==> config.mk <==
export PLATFORM = sky130hd
export DESIGN_NAME = itw_ctrl
export DESIGN_NICKNAME = d
export VERILOG_FILES = /design/src/itw_pkg.sv /design/src/itw_tick.sv /design/src/itw_ctrl.sv
export VERILOG_INCLUDE_DIRS = /design/src /design/src/src
export SDC_FILE = /design/constraint.sdc
export NUM_CORES = 1
export LEC_CHECK = 0
export ABC_AREA = 1
export BUFFER_PORTS_ARGS = -buffer_cell sky130_fd_sc_hd__buf_2
export CAP_MARGIN = 25
export CORE_MARGIN = 1
export CORE_UTILIZATION = 45
export CTS_BUF_LIST = sky130_fd_sc_hd__clkbuf_4 sky130_fd_sc_hd__clkbuf_8
export DETAILED_ROUTE_END_ITERATION = 8
export PLACE_DENSITY = 0.71
export SLEW_MARGIN = 25
export SYNTH_ARGS = -nofsm -noshare
export SYNTH_HDL_FRONTEND = slang
export SYNTH_HIERARCHICAL = 1
export SYNTH_SLANG_ARGS = --single-unit
export TNS_END_PERCENT = 10
==> constraint.sdc <==
create_clock -name i_clk -period 2.15 [get_ports i_clk]
set_input_delay 0.215 -clock i_clk [delete_from_list [all_inputs] [get_ports i_clk]]
set_output_delay 0.215 -clock i_clk [all_outputs]
set_load 0.05 [all_outputs]
==> src/itw_map.svh <==
`ifndef ITW_MAP_SVH
`define ITW_MAP_SVH
// register addresses
`define ITW_ADDR_CTRL      8'h00
`define ITW_ADDR_WAKE      8'h01
`define ITW_ADDR_PULLUP    8'h02
`define ITW_ADDR_STATUS    8'h03
`define ITW_ADDR_MASK      8'h04
`define ITW_ADDR_OSC       8'h05
// control field positions
`define ITW_EDGE_HI        7
`define ITW_EDGE_LO        6
`define ITW_TICK_HI        5
`define ITW_TICK_LO        4
`define ITW_WDT_HI         3
`define ITW_WDT_LO         0
// reset values
`define ITW_CTRL_RESET     8'h8A
`define ITW_WDT_OFF_CODE   4'hA
`define ITW_WDT_ON_CODE    4'h5
// status bits
`define ITW_ST_EXT         0
`define ITW_ST_TICK        1
`define ITW_ST_WAKE        2
`define ITW_ST_WDT         3
// time base: 2^(base+sel) timer clock periods
`define ITW_TICK_BASE_LOG2 10
`define ITW_TICK_CNT_W     13
`endif

==> src/itw_pkg.sv <==
package itw_pkg;
	typedef enum logic [1:0] {ITW_EDGE_OFF, ITW_EDGE_RISE, ITW_EDGE_FALL, ITW_EDGE_BOTH} itw_edge_t;
	typedef enum logic [1:0] {ITW_OSC_FAST_XTAL, ITW_OSC_EXT_RC, ITW_OSC_FAST_RC, ITW_OSC_RC_XTAL} itw_osc_t;
	typedef enum logic [1:0] {ITW_RC_4M, ITW_RC_8M, ITW_RC_12M, ITW_RC_RSVD} itw_rcf_t;
endpackage

==> src/itw_tick.sv <==
`timescale 1ns/10ps
`include "itw_map.svh"
// time base divider counting timer clock enables
module itw_tick (
	// clock and reset
	input  wire logic       i_clk,
	input  wire logic       i_rst,
	// control
	input  wire logic       i_tick_en,
	input  wire logic [1:0] i_sel,
	// event
	output logic            o_tick
);
	typedef struct packed {
		logic [`ITW_TICK_CNT_W-1:0] cnt;
		logic                       tick;
	} itw_tick_st_t;
	itw_tick_st_t st_ff;
	itw_tick_st_t nxt_st;
	logic [`ITW_TICK_CNT_W-1:0] last;

	assign last = (`ITW_TICK_CNT_W'(1) << (`ITW_TICK_BASE_LOG2 + i_sel)) - `ITW_TICK_CNT_W'(1);

	always_comb begin
		nxt_st = st_ff;
		nxt_st.tick = 1'b0;
		if (i_tick_en) begin
			if (st_ff.cnt >= last) begin
				nxt_st.cnt = '0;
				nxt_st.tick = 1'b1;
			end else begin
				nxt_st.cnt = st_ff.cnt + 1'b1;
			end
		end
	end

	always_ff @(posedge i_clk or posedge i_rst) begin
		if (i_rst) begin
			st_ff <= '0;
		end else begin
			st_ff <= nxt_st;
		end
	end

	assign o_tick = st_ff.tick;
endmodule

==> src/itw_ctrl.sv <==
// Local design decisions: the register addresses and strobed register access.
`timescale 1ns/10ps
`include "itw_map.svh"
module itw_ctrl (
	// clock and reset
	input  wire logic               i_clk,
	input  wire logic               i_rst,
	// register port
	input  wire logic [7:0]         i_addr,
	input  wire logic [7:0]         i_wdata,
	input  wire logic               i_wr,
	input  wire logic               i_rd,
	output logic      [7:0]         o_rdata,
	// configuration options
	input  wire logic               i_opt_wdt_always,
	input  wire itw_pkg::itw_osc_t  i_opt_osc,
	input  wire itw_pkg::itw_rcf_t  i_opt_rc_freq,
	// clock sources, halt and watchdog overflow
	input  wire logic               i_sys_tp_en,
	input  wire logic               i_xtal_tp_en,
	input  wire logic               i_pwm_on,
	input  wire logic               i_halted,
	input  wire logic               i_wdt_overflow,
	// pins
	input  wire logic               i_ext_irq_pin,
	input  wire logic [7:0]         i_port_a_pins,
	input  wire logic [7:0]         i_port_a_dir_in,
	// outputs
	output logic                    o_ext_irq,
	output logic                    o_tick,
	output logic                    o_wake,
	output logic                    o_wdt_enable,
	output logic                    o_wdt_reset,
	output logic [7:0]              o_pullup_en,
	output logic                    o_port_a_pin5_io,
	output logic                    o_port_a_pin6_io,
	output logic                    o_xtal_usable,
	output logic [1:0]              o_rc_freq,
	output logic                    o_irq
);
	import itw_pkg::*;

	typedef struct packed {
		logic [7:0] ctrl;
		logic [7:0] wake_sel;
		logic [7:0] pull_sel;
		logic [3:0] status;
		logic [3:0] mask;
		logic [7:0] rdata;
		logic [1:0] eirq_s;
		logic [7:0] pa_s1;
		logic [7:0] pa_s2;
		logic [7:0] pa_d;
		logic       eirq_d;
		logic       ext_pulse;
		logic       wake;
		logic       wdt_rst;
	} itw_ctrl_st_t;
	itw_ctrl_st_t st_ff;
	itw_ctrl_st_t nxt_st;

	itw_edge_t  edge_sel;
	logic       tp_en;
	logic       tick;
	logic       eirq_rise;
	logic       eirq_fall;
	logic [7:0] pa_fall;
	logic       halt_wdt;

	assign edge_sel = itw_edge_t'(st_ff.ctrl[`ITW_EDGE_HI:`ITW_EDGE_LO]);
	assign eirq_rise = st_ff.eirq_s[1] & ~st_ff.eirq_d;
	assign eirq_fall = ~st_ff.eirq_s[1] & st_ff.eirq_d;
	assign pa_fall = ~st_ff.pa_s2 & st_ff.pa_d;

	// crystal enables keep arriving while halted
	assign tp_en = i_pwm_on ? (i_sys_tp_en & ~i_halted) : i_xtal_tp_en;

	itw_tick u_tick (
		.i_clk     (i_clk),
		.i_rst     (i_rst),
		.i_tick_en (tp_en),
		.i_sel     (st_ff.ctrl[`ITW_TICK_HI:`ITW_TICK_LO]),
		.o_tick    (tick)
	);

	assign halt_wdt = i_wdt_overflow & i_halted & o_wdt_enable;

	always_comb begin
		nxt_st = st_ff;
		nxt_st.rdata = 8'h00;
		nxt_st.eirq_s = {st_ff.eirq_s[0], i_ext_irq_pin};
		nxt_st.eirq_d = st_ff.eirq_s[1];
		nxt_st.pa_s1 = i_port_a_pins;
		nxt_st.pa_s2 = st_ff.pa_s1;
		nxt_st.pa_d = st_ff.pa_s2;
		case (edge_sel)
			ITW_EDGE_RISE: nxt_st.ext_pulse = eirq_rise;
			ITW_EDGE_FALL: nxt_st.ext_pulse = eirq_fall;
			ITW_EDGE_BOTH: nxt_st.ext_pulse = eirq_rise | eirq_fall;
			default:       nxt_st.ext_pulse = 1'b0;
		endcase
		// selected falling edge wakes while halted
		nxt_st.wake = i_halted & |(pa_fall & st_ff.wake_sel);
		nxt_st.wdt_rst = halt_wdt;
		if (i_wr) begin
			if (i_addr == `ITW_ADDR_CTRL) begin
				nxt_st.ctrl = i_wdata;
			end else if (i_addr == `ITW_ADDR_WAKE) begin
				nxt_st.wake_sel = i_wdata;
			end else if (i_addr == `ITW_ADDR_PULLUP) begin
				nxt_st.pull_sel = i_wdata;
			end else if (i_addr == `ITW_ADDR_STATUS) begin
				nxt_st.status = st_ff.status & ~i_wdata[3:0];
			end else if (i_addr == `ITW_ADDR_MASK) begin
				nxt_st.mask = i_wdata[3:0];
			end
		end
		// event set wins over clear
		// event flags: tick, external, wake, watchdog
		if (tick) begin
			nxt_st.status[`ITW_ST_TICK] = 1'b1;
		end
		if (st_ff.ext_pulse) begin
			nxt_st.status[`ITW_ST_EXT] = 1'b1;
		end
		if (st_ff.wake) begin
			nxt_st.status[`ITW_ST_WAKE] = 1'b1;
		end
		if (st_ff.wdt_rst) begin
			nxt_st.status[`ITW_ST_WDT] = 1'b1;
		end
		if (i_rd) begin
			if (i_addr == `ITW_ADDR_CTRL) begin
				nxt_st.rdata = st_ff.ctrl;
			end else if (i_addr == `ITW_ADDR_WAKE) begin
				nxt_st.rdata = st_ff.wake_sel;
			end else if (i_addr == `ITW_ADDR_PULLUP) begin
				nxt_st.rdata = st_ff.pull_sel;
			end else if (i_addr == `ITW_ADDR_STATUS) begin
				nxt_st.rdata = {4'h0, st_ff.status};
			end else if (i_addr == `ITW_ADDR_MASK) begin
				nxt_st.rdata = {4'h0, st_ff.mask};
			end else if (i_addr == `ITW_ADDR_OSC) begin
				nxt_st.rdata = {2'b00, o_rc_freq, i_opt_osc, o_port_a_pin6_io,
					o_port_a_pin5_io};
			end
		end
	end

	always_ff @(posedge i_clk or posedge i_rst) begin
		if (i_rst) begin
			st_ff <= '0;
			st_ff.ctrl <= `ITW_CTRL_RESET;
		end else begin
			st_ff <= nxt_st;
		end
	end

	assign o_wdt_enable = i_opt_wdt_always |
		(st_ff.ctrl[`ITW_WDT_HI:`ITW_WDT_LO] != `ITW_WDT_OFF_CODE);
	assign o_wdt_reset = st_ff.wdt_rst;
	assign o_pullup_en = st_ff.pull_sel & i_port_a_dir_in;
	assign o_port_a_pin5_io = (i_opt_osc == ITW_OSC_EXT_RC) | (i_opt_osc == ITW_OSC_FAST_RC);
	assign o_port_a_pin6_io = (i_opt_osc == ITW_OSC_FAST_RC);
	assign o_xtal_usable = (i_opt_osc == ITW_OSC_RC_XTAL);
	// fixed frequencies, reserved maps to 4 MHz
	assign o_rc_freq = (i_opt_rc_freq == ITW_RC_RSVD) ? 2'd0 : i_opt_rc_freq;
	assign o_ext_irq = st_ff.ext_pulse;
	assign o_tick = tick;
	assign o_wake = st_ff.wake | st_ff.wdt_rst;
	assign o_rdata = st_ff.rdata;
	assign o_irq = |(st_ff.status & st_ff.mask);
endmodule

Word-level counts from Yosys, hierarchy flattened
Index checks and enable logic that the tools add are counted.
{ "word_totals": {"regBits": 84, "inputBits": 47, "out_inout_bits": 27, "word_cells": 116} }
{ "op_classes": {"addsub": 3, "magnitude_cmp": 1, "eq_ne": 25, "shift": 1, "muxes": 24, "bitwise": 24, "reduce_logical": 19} }
{ "ops": {"columns": ["operator", "count"], "rows": [
  ["8-bit two-way mux", 8],
  ["1-bit by 32-bit << shifter with 13-bit output, first input constant", 1],
  ["8-bit AND", 3],
  ["5-bit AND reduction", 4],
  ["6-bit two-way mux", 3],
  ["2-bit != test, second input constant", 9],
  ["8-bit by 2-bit == test with 1-bit output, second input constant", 2],
  ["8-bit by 3-bit == test with 1-bit output, second input constant", 2],
  ["2-bit nonzero test", 8],
  ["13-bit by 1-bit adder with 13-bit output, second input constant", 1],
  ["13-bit >= comparator", 1],
  ["13-bit two-way mux", 1],
  ["13-bit by 2-bit subtractor with 13-bit output, second input constant", 1],
  ["4-bit two-way mux", 3],
  ["2-bit == test, second input constant", 5],
  ["4-bit AND", 2],
  ["8-bit by 1-bit == test with 1-bit output, second input constant", 1],
  ["8-bit zero test", 1],
  ["8-bit NOT", 1],
  ["8-bit OR reduction", 1],
  ["1-bit two-way mux", 7],
  ["1-bit NOT", 7],
  ["1-bit AND", 6],
  ["2-bit by 1-bit != test with 1-bit output, second input constant", 3],
  ["12 further kinds", 16]
]} }

Longest topological paths before layout
Gate-level depths: netlist of the first run.
{ "depth": {"depth_word": 9, "mapped_depth": 11, "depth_no_buf": 10} }

Cells and area by module
The synthesis of the first run kept the hierarchy.
{ "modules_own_cells": {"columns": ["module", "n_inst", "cells_each", "area_per_inst_um2", "seq_area_each_um2"], "rows": [
  ["itw_ctrl", 1, 333, 3195.6, 1755.4],
  ["itw_tick", 1, 116, 978.4, 350.3]
]} }

Least setup slack after synthesis of the first run
OpenSTA, ideal clock, no wires.
{ "synth_timing": {"kind": "reg-to-reg", "from": "register st_ff[67] (netlist name)", "to": "register u_tick/st_ff[5] (netlist name)", "setup_time_ns": 0.073, "arrival_time_ns": 1.353, "required_time_ns": 2.077, "path_slack_ns": 0.724, "stages_incl_launch_ff": 8, "path_buffers": 1, "period_less_slack_ns": 1.426, "cell_sequence": "dfrtp_1 > nand2_1 > ha_1 > a21o_1 > nor2_1 > nand3_2 > buf_6 > a21oi_2"} }
{ "synth_via": {"elab_chain_cells": 5} }
{ "synth_rtl": {"columns": ["element", "line_no", "rtl"], "rows": [
  ["start: declaration", "itw_ctrl.sv:59", "itw_ctrl_st_t st_ff;"],
  ["start signal: assignment", "itw_ctrl.sv:155", "st_ff <= nxt_st;"],
  ["4-bit by 2-bit adder with 5-bit output (no source line)", null, null],
  ["1-bit by 32-bit << shifter with 13-bit output (no source line)", null, null],
  ["13-bit by 2-bit subtractor with 13-bit output", "itw_tick.sv:22", "assign last = (`ITW_TICK_CNT_W'(1) << (`ITW_TICK_BASE_LOG2 + i_sel)) - `ITW_TICK_CNT_W'(1);"],
  ["13-bit >= comparator", "itw_tick.sv:28", "if (st_ff.cnt >= last) begin"],
  ["13-bit two-way mux", "itw_tick.sv:28", null],
  ["end signal: assignment", "itw_tick.sv:41", "st_ff <= nxt_st;"],
  ["end: declaration", "itw_tick.sv:18", "itw_tick_st_t st_ff;"]
]} }
No other way between the ends.
A chain may end at the register's enable or synchronous reset.

Worst setup path in the final report of the first run
{ "layout_timing": {"from": "register st_ff[63] (netlist name)", "to": "output o_wdt_enable"} }
{ "layout_via": {"elab_chain_cells": 2} }
{ "layout_rtl": {"columns": ["element", "line_no", "rtl"], "rows": [
  ["4-bit != test (no source line)", null, null],
  ["1-bit OR", "itw_ctrl.sv:159", "assign o_wdt_enable = i_opt_wdt_always |"],
  ["end: declaration", "itw_ctrl.sv:32", "output logic o_wdt_enable,"]
]} }
No other way between the ends.

==> summary.txt, run 1 <==
Power and ir drop
  • Worst-case vdd ir drop: 461 uV
  • Sequential Power Share: 49.2%
  • Gate power share: 15.7%
  • Power share of the clock group: 35.1%
  • Sw frac: 28.8%
  • Final Power: 3.65 mW
  • Sw power: 1.05 mW
  • Leakage: 2.49 nW
  • Pwr per Cell Area: 746 mW/mm^2
  • Internal: 2.60 mW

Critical path
  • Worst Setup End Kind: output pin
  • Worst R2R End: u_tick/st_ff[9]
  • Req. time, crit path: 1.93 ns
  • Setup Crit Path Kind: flop to output pin
  • Max stage delay cell, worst path: dfstp_2
  • R2R Setup Slk: 0.39 ns
  • WP data arrival: 1.56 ns
  • Max incr delay on CP: 0.57 ns
  • Reg2Reg Depth: 7
  • CP Cell Sequence: nand2_1 > nor4_1 > inv_1 > buf_2
  • Startpoint types: flop
  • R2R Path Start: st_ff[67]
  • Crit path max fanout: 3

Final layout
  • ANT cells: 0
  • Final core occ: 55.4%
  • Fin nets: 586
  • Final Cell Area: 0.00490 sq mm
  • Share of layout cells above drive strength 1: 30.7%
  • Fill count: 806
  • Commonest non-fill, non-tap cells in the layout: nand2_1 (88), dfrtp_1 (81), buf_2 (73), inv_1 (59)
  • Commonest non-fill, non-tap cell in the layout: nand2_1
  • Area grow syn2layout: 17.4%

Yosys
  • Yosys reg bits: 84
  • Mapped Avg Cell Area: 9.30 sq um
  • Top FF cell, synth: dfrtp_1
  • Syn nets: 505
  • Share of the synthesized area in the top cell type: 48.6%
  • Synth warn: 6
  • Post-synth EDFFs: 0
  • Cells after synthesis: 449
  • Ys async rst share: 100%
  • Post-synthesis sequential area ratio: 50.4%
  • Synth top area cells: dfrtp_1 (49%), nand2_1 (7.9%), inv_1 (5.4%)
  • Cell taking the most area after synthesis: dfrtp_1
  • Cell Area, Synth: 0.00417 sq mm
  • Cell variety after synth: 39

Die
  • Initial Util: 47.2%
  • Io pins: 74
  • Die ar.: 0.00966 sq mm
  • Die X: 98.3 um
  • Chip height: 98.3 um
  • Number of core rows: 34
  • Core Footprint: 0.00885 sq mm

Timing
  • Setup Skew: 0.00779 ns
  • Max Slew Vio Count: 0
  • Hold Slack: 0.0629 ns
  • Final setup viols: 0
  • Tcrit/Tclk final: 82.5%
  • Setup TNS Final: 0 ns
  • Period minus WS final: 1.77 ns
  • Fmax: 0.563 GHz
  • Measured slew at the worst slew-check pin: 0.638 ns
  • Unrepaired setup endpoints after global routing: no
  • Fin. Hold Viols: 0
  • Worst slew margin: 57.2%

CTS
  • Clk buf depth: 2
  • CTS tree: done
  • CTS clk-pin slew, worst paths: 0.09 ns
  • CTS Hold Bufs: 10
  • CTS Buf Count: 9
  • Post-CTS setup buffers: 0
  • Clock tree root buffer cell: clkbuf_8
  • Clock sink count: 84
  • Clock Latency Late Sink: 0.35 ns
  • Cts repair resizes: 0
  • H-tree Lvls: 3

Routing
  • Vias: 3184
  • Vias per cell: 4.95
  • WL/cell: 13.1 um
  • DRC Markers: 4
  • DRT Wirelength: 8450 um
  • Drt initial violations: 115
  • Initial DRT Pass Iterations: 8
  • Post-route ant nets: 0

Global routing
  • Initial antenna violation count: 0
  • Grt total ovfl: 0
  • Pin count of the biggest net entering global routing: 62
  • Vias in the first global route: 3117
  • GRT Total Usage: 19.0%
  • First-pass GRT wire length: 14300 um

Hold path
  • Hold path start: i_wdt_overflow
  • Worst Hold Class: input port to flop
  • Hold path endpoint: o_wdt_reset
  • WHS Path Cells: 3

Placement
  • Area after DPL: 0.00457 sq mm
  • Final GP Congestion: 0.833
  • PortBufs: 73
  • Dpl hpwl: 6250 um

Status
  • Failing checks: DRC
  • Outcome: finished, violations left

Flow run
  • Max_cap viols: 0
[worst max-delay path by stage]
stage / startpoint / cells after the start / endpoint / slack, ns
3_5_place_dp: st_ff[67] / 7 / u_tick/st_ff[9] / 0.37
3_3_place_gp: st_ff[67] / 7 / u_tick/st_ff[9] / 0.43
6_report: st_ff[63] / 4 / o_wdt_enable / 0.38
2_1_floorplan: i_rst / 1 / edge_sel[0] / 0.17
5_1_grt: st_ff[67] / 7 / u_tick/st_ff[9] / 0.20
4_1_cts: st_ff[65] / 4 / o_wdt_enable / 0.36
[per-layer routing]
layer | wire [um] | track usage [%]
met5 | 0 | 0
met1 | 3740 | 24.3
met4 | 115 | 6.31
met2 | 4280 | 32.1
met3 | 312 | 4.37
[worst max-delay path: cells and delay by family, from the launching register on]
kind          cells  cell delay, ns
flops             1            0.57
simple gates      2            0.35
buf+inv           2            0.29
[registers in the layout, indices dropped and copies added, names as in the netlist]
| register | cells |
|---|---|
| o_rdata | 8 |
| u_tick/st_ff | 13 |
| o_wdt_reset | 1 |
| u_tick/o_tick | 1 |
| nxt_st | 18 |
| o_ext_irq | 1 |
| edge_sel | 2 |
| st_ff | 40 |
[layout make-up]
type	instances	area (sq um)	area share [%]
Sequential cell	84	2110	43.0
Multi-Input combinational cell	286	1680	34.2
Timing Repair Buffer	85	493	10.1
Inverter	64	258	5.26
Clock buffer	10	138	2.81
Tap cell	108	135	2.76
Clock inverter	6	93.8	1.92
[per-stage QoR]
step           setup WS (ns)  std cells
3_5_place_dp           0.372        617
2_1_floorplan          0.172        449
6_report               0.375        643
5_1_grt                0.203        643
4_1_cts                0.355        643
3_3_place_gp           0.432        617
[kinds of logic (layout without fill, tap and decap cells)]
family	Yosys count	in the layout	synth area share [%]
mux	1	1	0.240
flops	84	84	50.4
buf+inv	79	165	9.38
other cells	1	1	0.0898
compound gates	75	75	12.4
xor+xnor	6	6	1.26
simple gates	194	194	23.5
fa+ha+maj	9	9	2.70
[power by group through the flow]
stage          logic (mW)  registers (mW)  clock network (mW)
3_3_place_gp        0.544            1.82                   0
5_1_grt             0.640            1.81                1.39
6_report            0.573            1.80                1.28
3_5_place_dp        0.565            1.83                   0
4_1_cts             0.580            1.80                1.32
2_1_floorplan       0.423            1.82                   0
[synth_stat cells, types with 2 or more instances]
cell type,instances
nor3_1,5
nand2_2,9
inv_1,60
a21o_1,3
nand4_1,6
buf_4,10
dfstp_2,3
buf_6,3
nand2_4,4
o21bai_1,2
nor2_4,7
dfrtp_1,81
nand3_1,29
nand3_2,5
nand3b_1,3
a21oi_2,10
o21ai_0,22
nor2_1,29
ha_1,9
a21oi_1,14
xor2_1,4
nand2_1,88
xnor2_1,2
o21ai_2,24
nor2_2,3
Note: power is estimated with default switching activity, not from simulation.
==> inputs of run 2 (changes only) <==
Settings changed: PLACE_DENSITY 0.71 to 0.74.
Clock period 2.15 ns to 1.5 ns, I/O delays scaled along.
==> summary.txt, run 2 (same netlist as run 1, synthesis figures left out) <==
Timing
  • Tcrit/Tclk final: 106%
  • Hold Slack: 0.0915 ns
  • Fmax: 0.631 GHz
  • Fin. Hold Viols: 0
  • Max Slew Vio Count: 0
  • Period minus WS final: 1.59 ns
  • Setup Skew: 0.00767 ns
  • Worst slew margin: 64.0%
  • Unrepaired setup endpoints after global routing: yes
  • Setup ws final: -0.0856 ns
  • Final setup viols: 12
  • Setup TNS Final: -0.188 ns
  • Measured slew at the worst slew-check pin: 0.539 ns

CTS
  • CTS tree: done
  • Clock sink count: 84
  • Clock Latency Late Sink: 0.35 ns
  • CTS clk-pin slew, worst paths: 0.09 ns
  • Clk buf depth: 2
  • Clock tree root buffer cell: clkbuf_8
  • H-tree Lvls: 3
  • CTS Buf Count: 9

Die
  • Die ar.: 0.00966 sq mm
  • Die X: 98.3 um
  • Core Footprint: 0.00885 sq mm
  • Number of core rows: 34
  • Initial Util: 47.2%
  • Chip height: 98.3 um
  • Io pins: 74

Final layout
  • Largest Register: st_ff
  • Area grow syn2layout: 21.2%
  • ANT cells: 0
  • Commonest non-fill, non-tap cells in the layout: nand2_1 (87), dfrtp_1 (81), buf_2 (72), inv_1 (58), nand3_1 (29)
  • Max reg flops: 40
  • Fill count: 773
  • Share of layout cells above drive strength 1: 33.5%
  • Post-Layout Cell Count: 657
  • Commonest non-fill, non-tap cell in the layout: nand2_1
  • Fin nets: 600

Routing
  • Met2 wire length: 4650 um
  • Wire length on met3: 351 um
  • DRC Markers: 7
  • Metal1 wirelength: 3720 um
  • Vias per cell: 4.97
  • Initial DRT Pass Iterations: 6
  • Max layer used: met4
  • Vias: 3263
  • Drt initial violations: 179
  • WL/cell: 13.5 um
  • DRT Wirelength: 8840 um
  • Post-route ant nets: 0

Global routing
  • First-pass GRT wire length: 14900 um
  • Vias in the first global route: 3277
  • GRT Total Usage: 19.6%
  • Grt total ovfl: 0
  • Pin count of the biggest net entering global routing: 61
  • Initial antenna violation count: 0

Power and ir drop
  • Gate power share: 18.4%
  • Pwr per Cell Area: 1000 mW/mm^2
  • Sw power: 1.55 mW
  • Worst-case vdd ir drop: 397 uV
  • Sw frac: 30.7%
  • Internal: 3.51 mW
  • Leakage: 2.55 nW
  • Power share of the clock group: 30.7%
  • Sequential Power Share: 51.0%
  • Final Power: 5.07 mW

Critical path
  • Setup Crit Path Kind: flop to output pin
  • Max incr delay on CP: 0.55 ns
  • Req. time, crit path: 1.35 ns
  • Worst Setup End Kind: output pin
  • CP Cell Sequence: inv_2 > nor4_4 > inv_1 > buf_6
  • WP data arrival: 1.44 ns
  • Startpoint types: flop
  • Max stage delay cell, worst path: dfstp_2
  • Crit path max fanout: 2

Placement
  • Pre-CTS WS: -0.0663 ns
  • Placed cell count: 622
  • Dpl hpwl: 6470 um
  • PortBufs: 73
  • Final GP Congestion: 0.857

Status
  • Outcome: finished, violations left
  • Failing checks: DRC, setup timing

Flow run
  • Max_cap viols: 0

Hold path
  • Worst Hold Class: input port to flop
-- run 2: repair_timing --
action / in CTS / in global routing
setup endpoints to repair: 12 / 16
hold buffers: 12 / 0
pin swaps: 2 / 3
buffers inserted: 7 / 0
gates resized for setup: 13 / 5
hold endpoints to repair: 34 / 0
-- run 2: layout make-up --
type / count / area, sq um / area share [%]
Clock buffer: 11 / 151 / 2.99
Clock inverter: 5 / 40.0 / 0.791
Inverter: 64 / 262 / 5.17
Multi-Input combinational cell: 286 / 1730 / 34.1
Sequential cell: 84 / 2110 / 41.6
Tap cell: 108 / 135 / 2.67
Timing Repair Buffer: 99 / 641 / 12.7
-- run 2: path summary, 6_finish.rpt --
kind	endpoint	startpoint	cells after the start	slack (ns)
setup / recovery	o_wdt_enable	st_ff[65]	4	-0.09
hold / removal	o_rdata[3]	i_rd	3	0.09
setup reg to reg	u_tick/st_ff[7]	st_ff[67]	8	-0.01
hold reg to reg	nxt_st[5]	nxt_st[13]	0	0.35
max in group asynchronous	st_ff[65]	i_rst	4	0.61
min in group asynchronous	nxt_st[14]	i_rst	3	0.29
-- run 2: power groups by stage --
stage	logic [mW]	clock network (mW)	registers [mW]
floorplan	0.607	0	2.60
global placement	0.842	0	2.61
detailed placement	0.875	0	2.62
CTS	0.928	1.59	2.58
global route	1.03	1.69	2.60
finish	0.931	1.55	2.58
-- run 2: worst max-delay path: cells and delay by family (launching register included) --
kind | cells | cell delay, ns
buffers and inverters | 3 | 0.30
DFF | 1 | 0.55
and+or+nand+nor | 1 | 0.23
-- run 2: metrics by stage --
stage / cell area (sq um) / utilization (%)
final: 5060 / 57.2
after global routing: 5060 / 57.2
after CTS: 5050 / 57.1
after detailed placement: 4620 / 52.2
after global placement: 4620 / 52.2
after floorplan: 4180 / -
-- run 2: routing by layer --
| metal | up-vias | global-route usage [%] |
|---|---|---|
| met5 | - | 0 |
| met3 | 15 | 4.08 |
| met4 | 0 | 6.08 |
| met2 | 79 | 35.2 |
| li1 | 1622 | - |
| met1 | 1547 | 23.7 |
==> inputs of run 3 (changes only) <==
Settings changed: CTS_BUF_LIST sky130_fd_sc_hd__clkbuf_4 sky130_fd_sc_hd__clkbuf_8 to sky130_fd_sc_hd__clkbuf_8, SYNTH_HIERARCHICAL 1 to default.
==> summary.txt, run 3 <==
Status
  • Outcome: finished, violations left
  • Failing checks: DRC, setup timing

Critical path
  • Crit path max fanout: 3
  • Reg2Reg Depth: 11
  • R2R Setup Slk: -0.08 ns
  • R2R Path Start: st_ff[67]
  • Setup Crit Path Kind: flop to output pin
  • Startpoint types: flop
  • Worst R2R End: u_tick.st_ff[11]
  • Req. time, crit path: 1.35 ns
  • Worst Setup End Kind: output pin
  • WP data arrival: 1.45 ns

Routing
  • Vias: 3372
  • DRT Wirelength: 8870 um
  • Post-route ant nets: 0
  • Drt initial violations: 111
  • Initial DRT Pass Iterations: 6
  • Vias per cell: 4.81
  • WL/cell: 12.7 um
  • DRC Markers: 9

Die
  • Core Footprint: 0.00885 sq mm
  • Number of core rows: 34
  • Chip height: 98.3 um
  • Die X: 98.3 um
  • Io pins: 74
  • Die ar.: 0.00965 sq mm
  • Initial Util: 47.1%

Hold path
  • WHS Path Cells: 3
  • Worst Hold Class: input port to flop
  • Hold path endpoint: o_wdt_reset
  • Hold path start: i_halted

CTS
  • CTS clk-pin slew, worst paths: 0.09 ns
  • Clk buf depth: 2
  • CTS tree: done
  • Clock tree root buffer cell: clkbuf_8
  • Clock Latency Late Sink: 0.36 ns
  • Clock sink count: 84
  • H-tree Lvls: 3
  • CTS Buf Count: 9

Final layout
  • Commonest non-fill, non-tap cells in the layout: nand2_1 (115), dfrtp_1 (81), buf_2 (72), inv_1 (62), nor2_1 (50)
  • Max reg flops: 40
  • Final core occ: 58.2%
  • Fin nets: 645
  • Largest Register: st_ff
  • Area grow syn2layout: 23.6%
  • ANT cells: 0
  • Share of layout cells above drive strength 1: 29.8%
  • Commonest non-fill, non-tap cell in the layout: nand2_1

Timing
  • Max Slew Vio Count: 0
  • Fmax: 0.624 GHz
  • Unrepaired setup endpoints after global routing: yes
  • Final setup viols: 15
  • Fin. Hold Viols: 0
  • Tcrit/Tclk final: 107%
  • Hold Slack: 0.0163 ns
  • Setup Skew: 0.0130 ns
  • Setup ws final: -0.102 ns
  • Period minus WS final: 1.60 ns

Yosys
  • Synth top area cells: dfrtp_1 (49%), nand2_1 (11%), inv_1 (5.8%)
  • Synth warn: 0
  • Most frequent cell after synthesis: nand2_1
  • Cell Area, Synth: 0.00417 sq mm
  • Cell taking the most area after synthesis: dfrtp_1
  • Cells after synthesis: 480
  • Post-synth EDFFs: 0
  • Post-synthesis sequential area ratio: 50.5%
  • Cell variety after synth: 39
  • Share of the synthesized area in the top cell type: 48.6%
  • Yosys reg bits: 84
  • Top FF cell, synth: dfrtp_1
  • Top cells by count, synth: nand2_1 (119), dfrtp_1 (81), inv_1 (64)
  • Ys async rst share: 100%
  • Mapped Avg Cell Area: 8.69 sq um

Power and ir drop
  • Worst-case vdd ir drop: 410 uV
  • Leakage: 2.73 nW
  • Pwr per Cell Area: 959 mW/mm^2

Global routing
  • GRT Total Usage: 20.2%
  • Initial antenna violation count: 0
  • First-pass GRT wire length: 15300 um
  • Pin count of the biggest net entering global routing: 85
  • Grt total ovfl: 0
  • Vias in the first global route: 3447

Placement
  • Final GP Congestion: 0.922
  • PortBufs: 73
  • Dpl hpwl: 6590 um

Flow run
  • Max_cap viols: 0
==> run 3: cell types whose count changed after synthesis, sizes merged, moves of 2 or more <==
cell | previous run | this run
inv | 63 | 68
o21ai | 46 | 43
a21o | 3 | 0
o21bai | 2 | 4
nand2 | 102 | 127
nand3 | 35 | 39
nor3 | 5 | 2
nor2 | 39 | 58
a21oi | 24 | 8
==> run 3: cell type report <==
type                       count  area, sq um
multi-input combinational    313         1740
inverter                      70          275
clock inverter                 6         65.1
tap                          108          135
fill                         795         3700
clock buffer                  10          138
sequential                    84         2110
timing repair buffer         110          689
==> run 3: critical path, stage by stage, from the launching register on <==
cell     delay (ns)
dfstp_2        0.56
inv_2          0.05
nor4_4         0.24
inv_1          0.10
buf_6          0.16
==> run 3: layer usage <==
layer	share of wire (%)	vias to the layer above	global-route usage (%)
li1	-	1719	-
met1	43	1547	23.8
met2	50	85	35.0
met3	4.4	21	4.15
met4	3.5	0	10.1
met5	0	-	0
==> run 3: cells by family (layout without fill, tap and decap cells) <==
group	count (synthesis)	after routing	synth area share, %
AND/OR/NAND/NOR	238	238	26.7
AO/OA/AOI/OAI	56	56	8.82
adder cells (fa/ha/maj)	10	10	3.00
buffers and inverters	84	196	9.36
flip-flops	84	84	50.5
other	1	2	0.0899
XOR/XNOR	7	7	1.47
==> run 3: report_power, final <==
part | internal, mW | total, mW | switching (mW)
Combinational | 0.317 | 0.808 | 0.491
Clock | 0.811 | 1.63 | 0.815
Sequential | 2.41 | 2.51 | 0.0998
==> run 3: stage by stage <==
stage,std cells,cell area [sq um],worst slack (ns),TNS (ns),power (mW)
floorplan,481,4180,0.0500,0,3.01
global placement,672,4750,-0.0726,-0.591,3.26
detailed placement,672,4750,-0.202,-2.19,3.30
CTS,700,5130,-0.137,-1.42,4.98
global route,701,5150,-0.192,-2.44,5.21
finish,701,5150,-0.102,-0.752,4.94
==> run 3: what timing repair did <==
action                                  in CTS  in global routing
hold buffers                                11                  0
hold endpoints to repair                    91                  0
gates resized for setup                     11                  7
setup buffers                                1                  1
pin swaps                                    4                  3
endpoints found under the setup margin      15                 15
==> run 3: how the worst max path moves through the flow <==
| stage | from | to | slack, ns |
|---|---|---|---|
| 2_1_floorplan | st_ff[67] | u_tick.st_ff[11] | 0.05 |
| 3_3_place_gp | st_ff[67] | u_tick.st_ff[13] | -0.07 |
| 3_5_place_dp | st_ff[67] | u_tick.st_ff[11] | -0.20 |
| 4_1_cts | st_ff[63] | o_wdt_enable | -0.14 |
| 5_1_grt | st_ff[67] | u_tick.st_ff[11] | -0.19 |
| 6_report | st_ff[65] | o_wdt_enable | -0.10 |
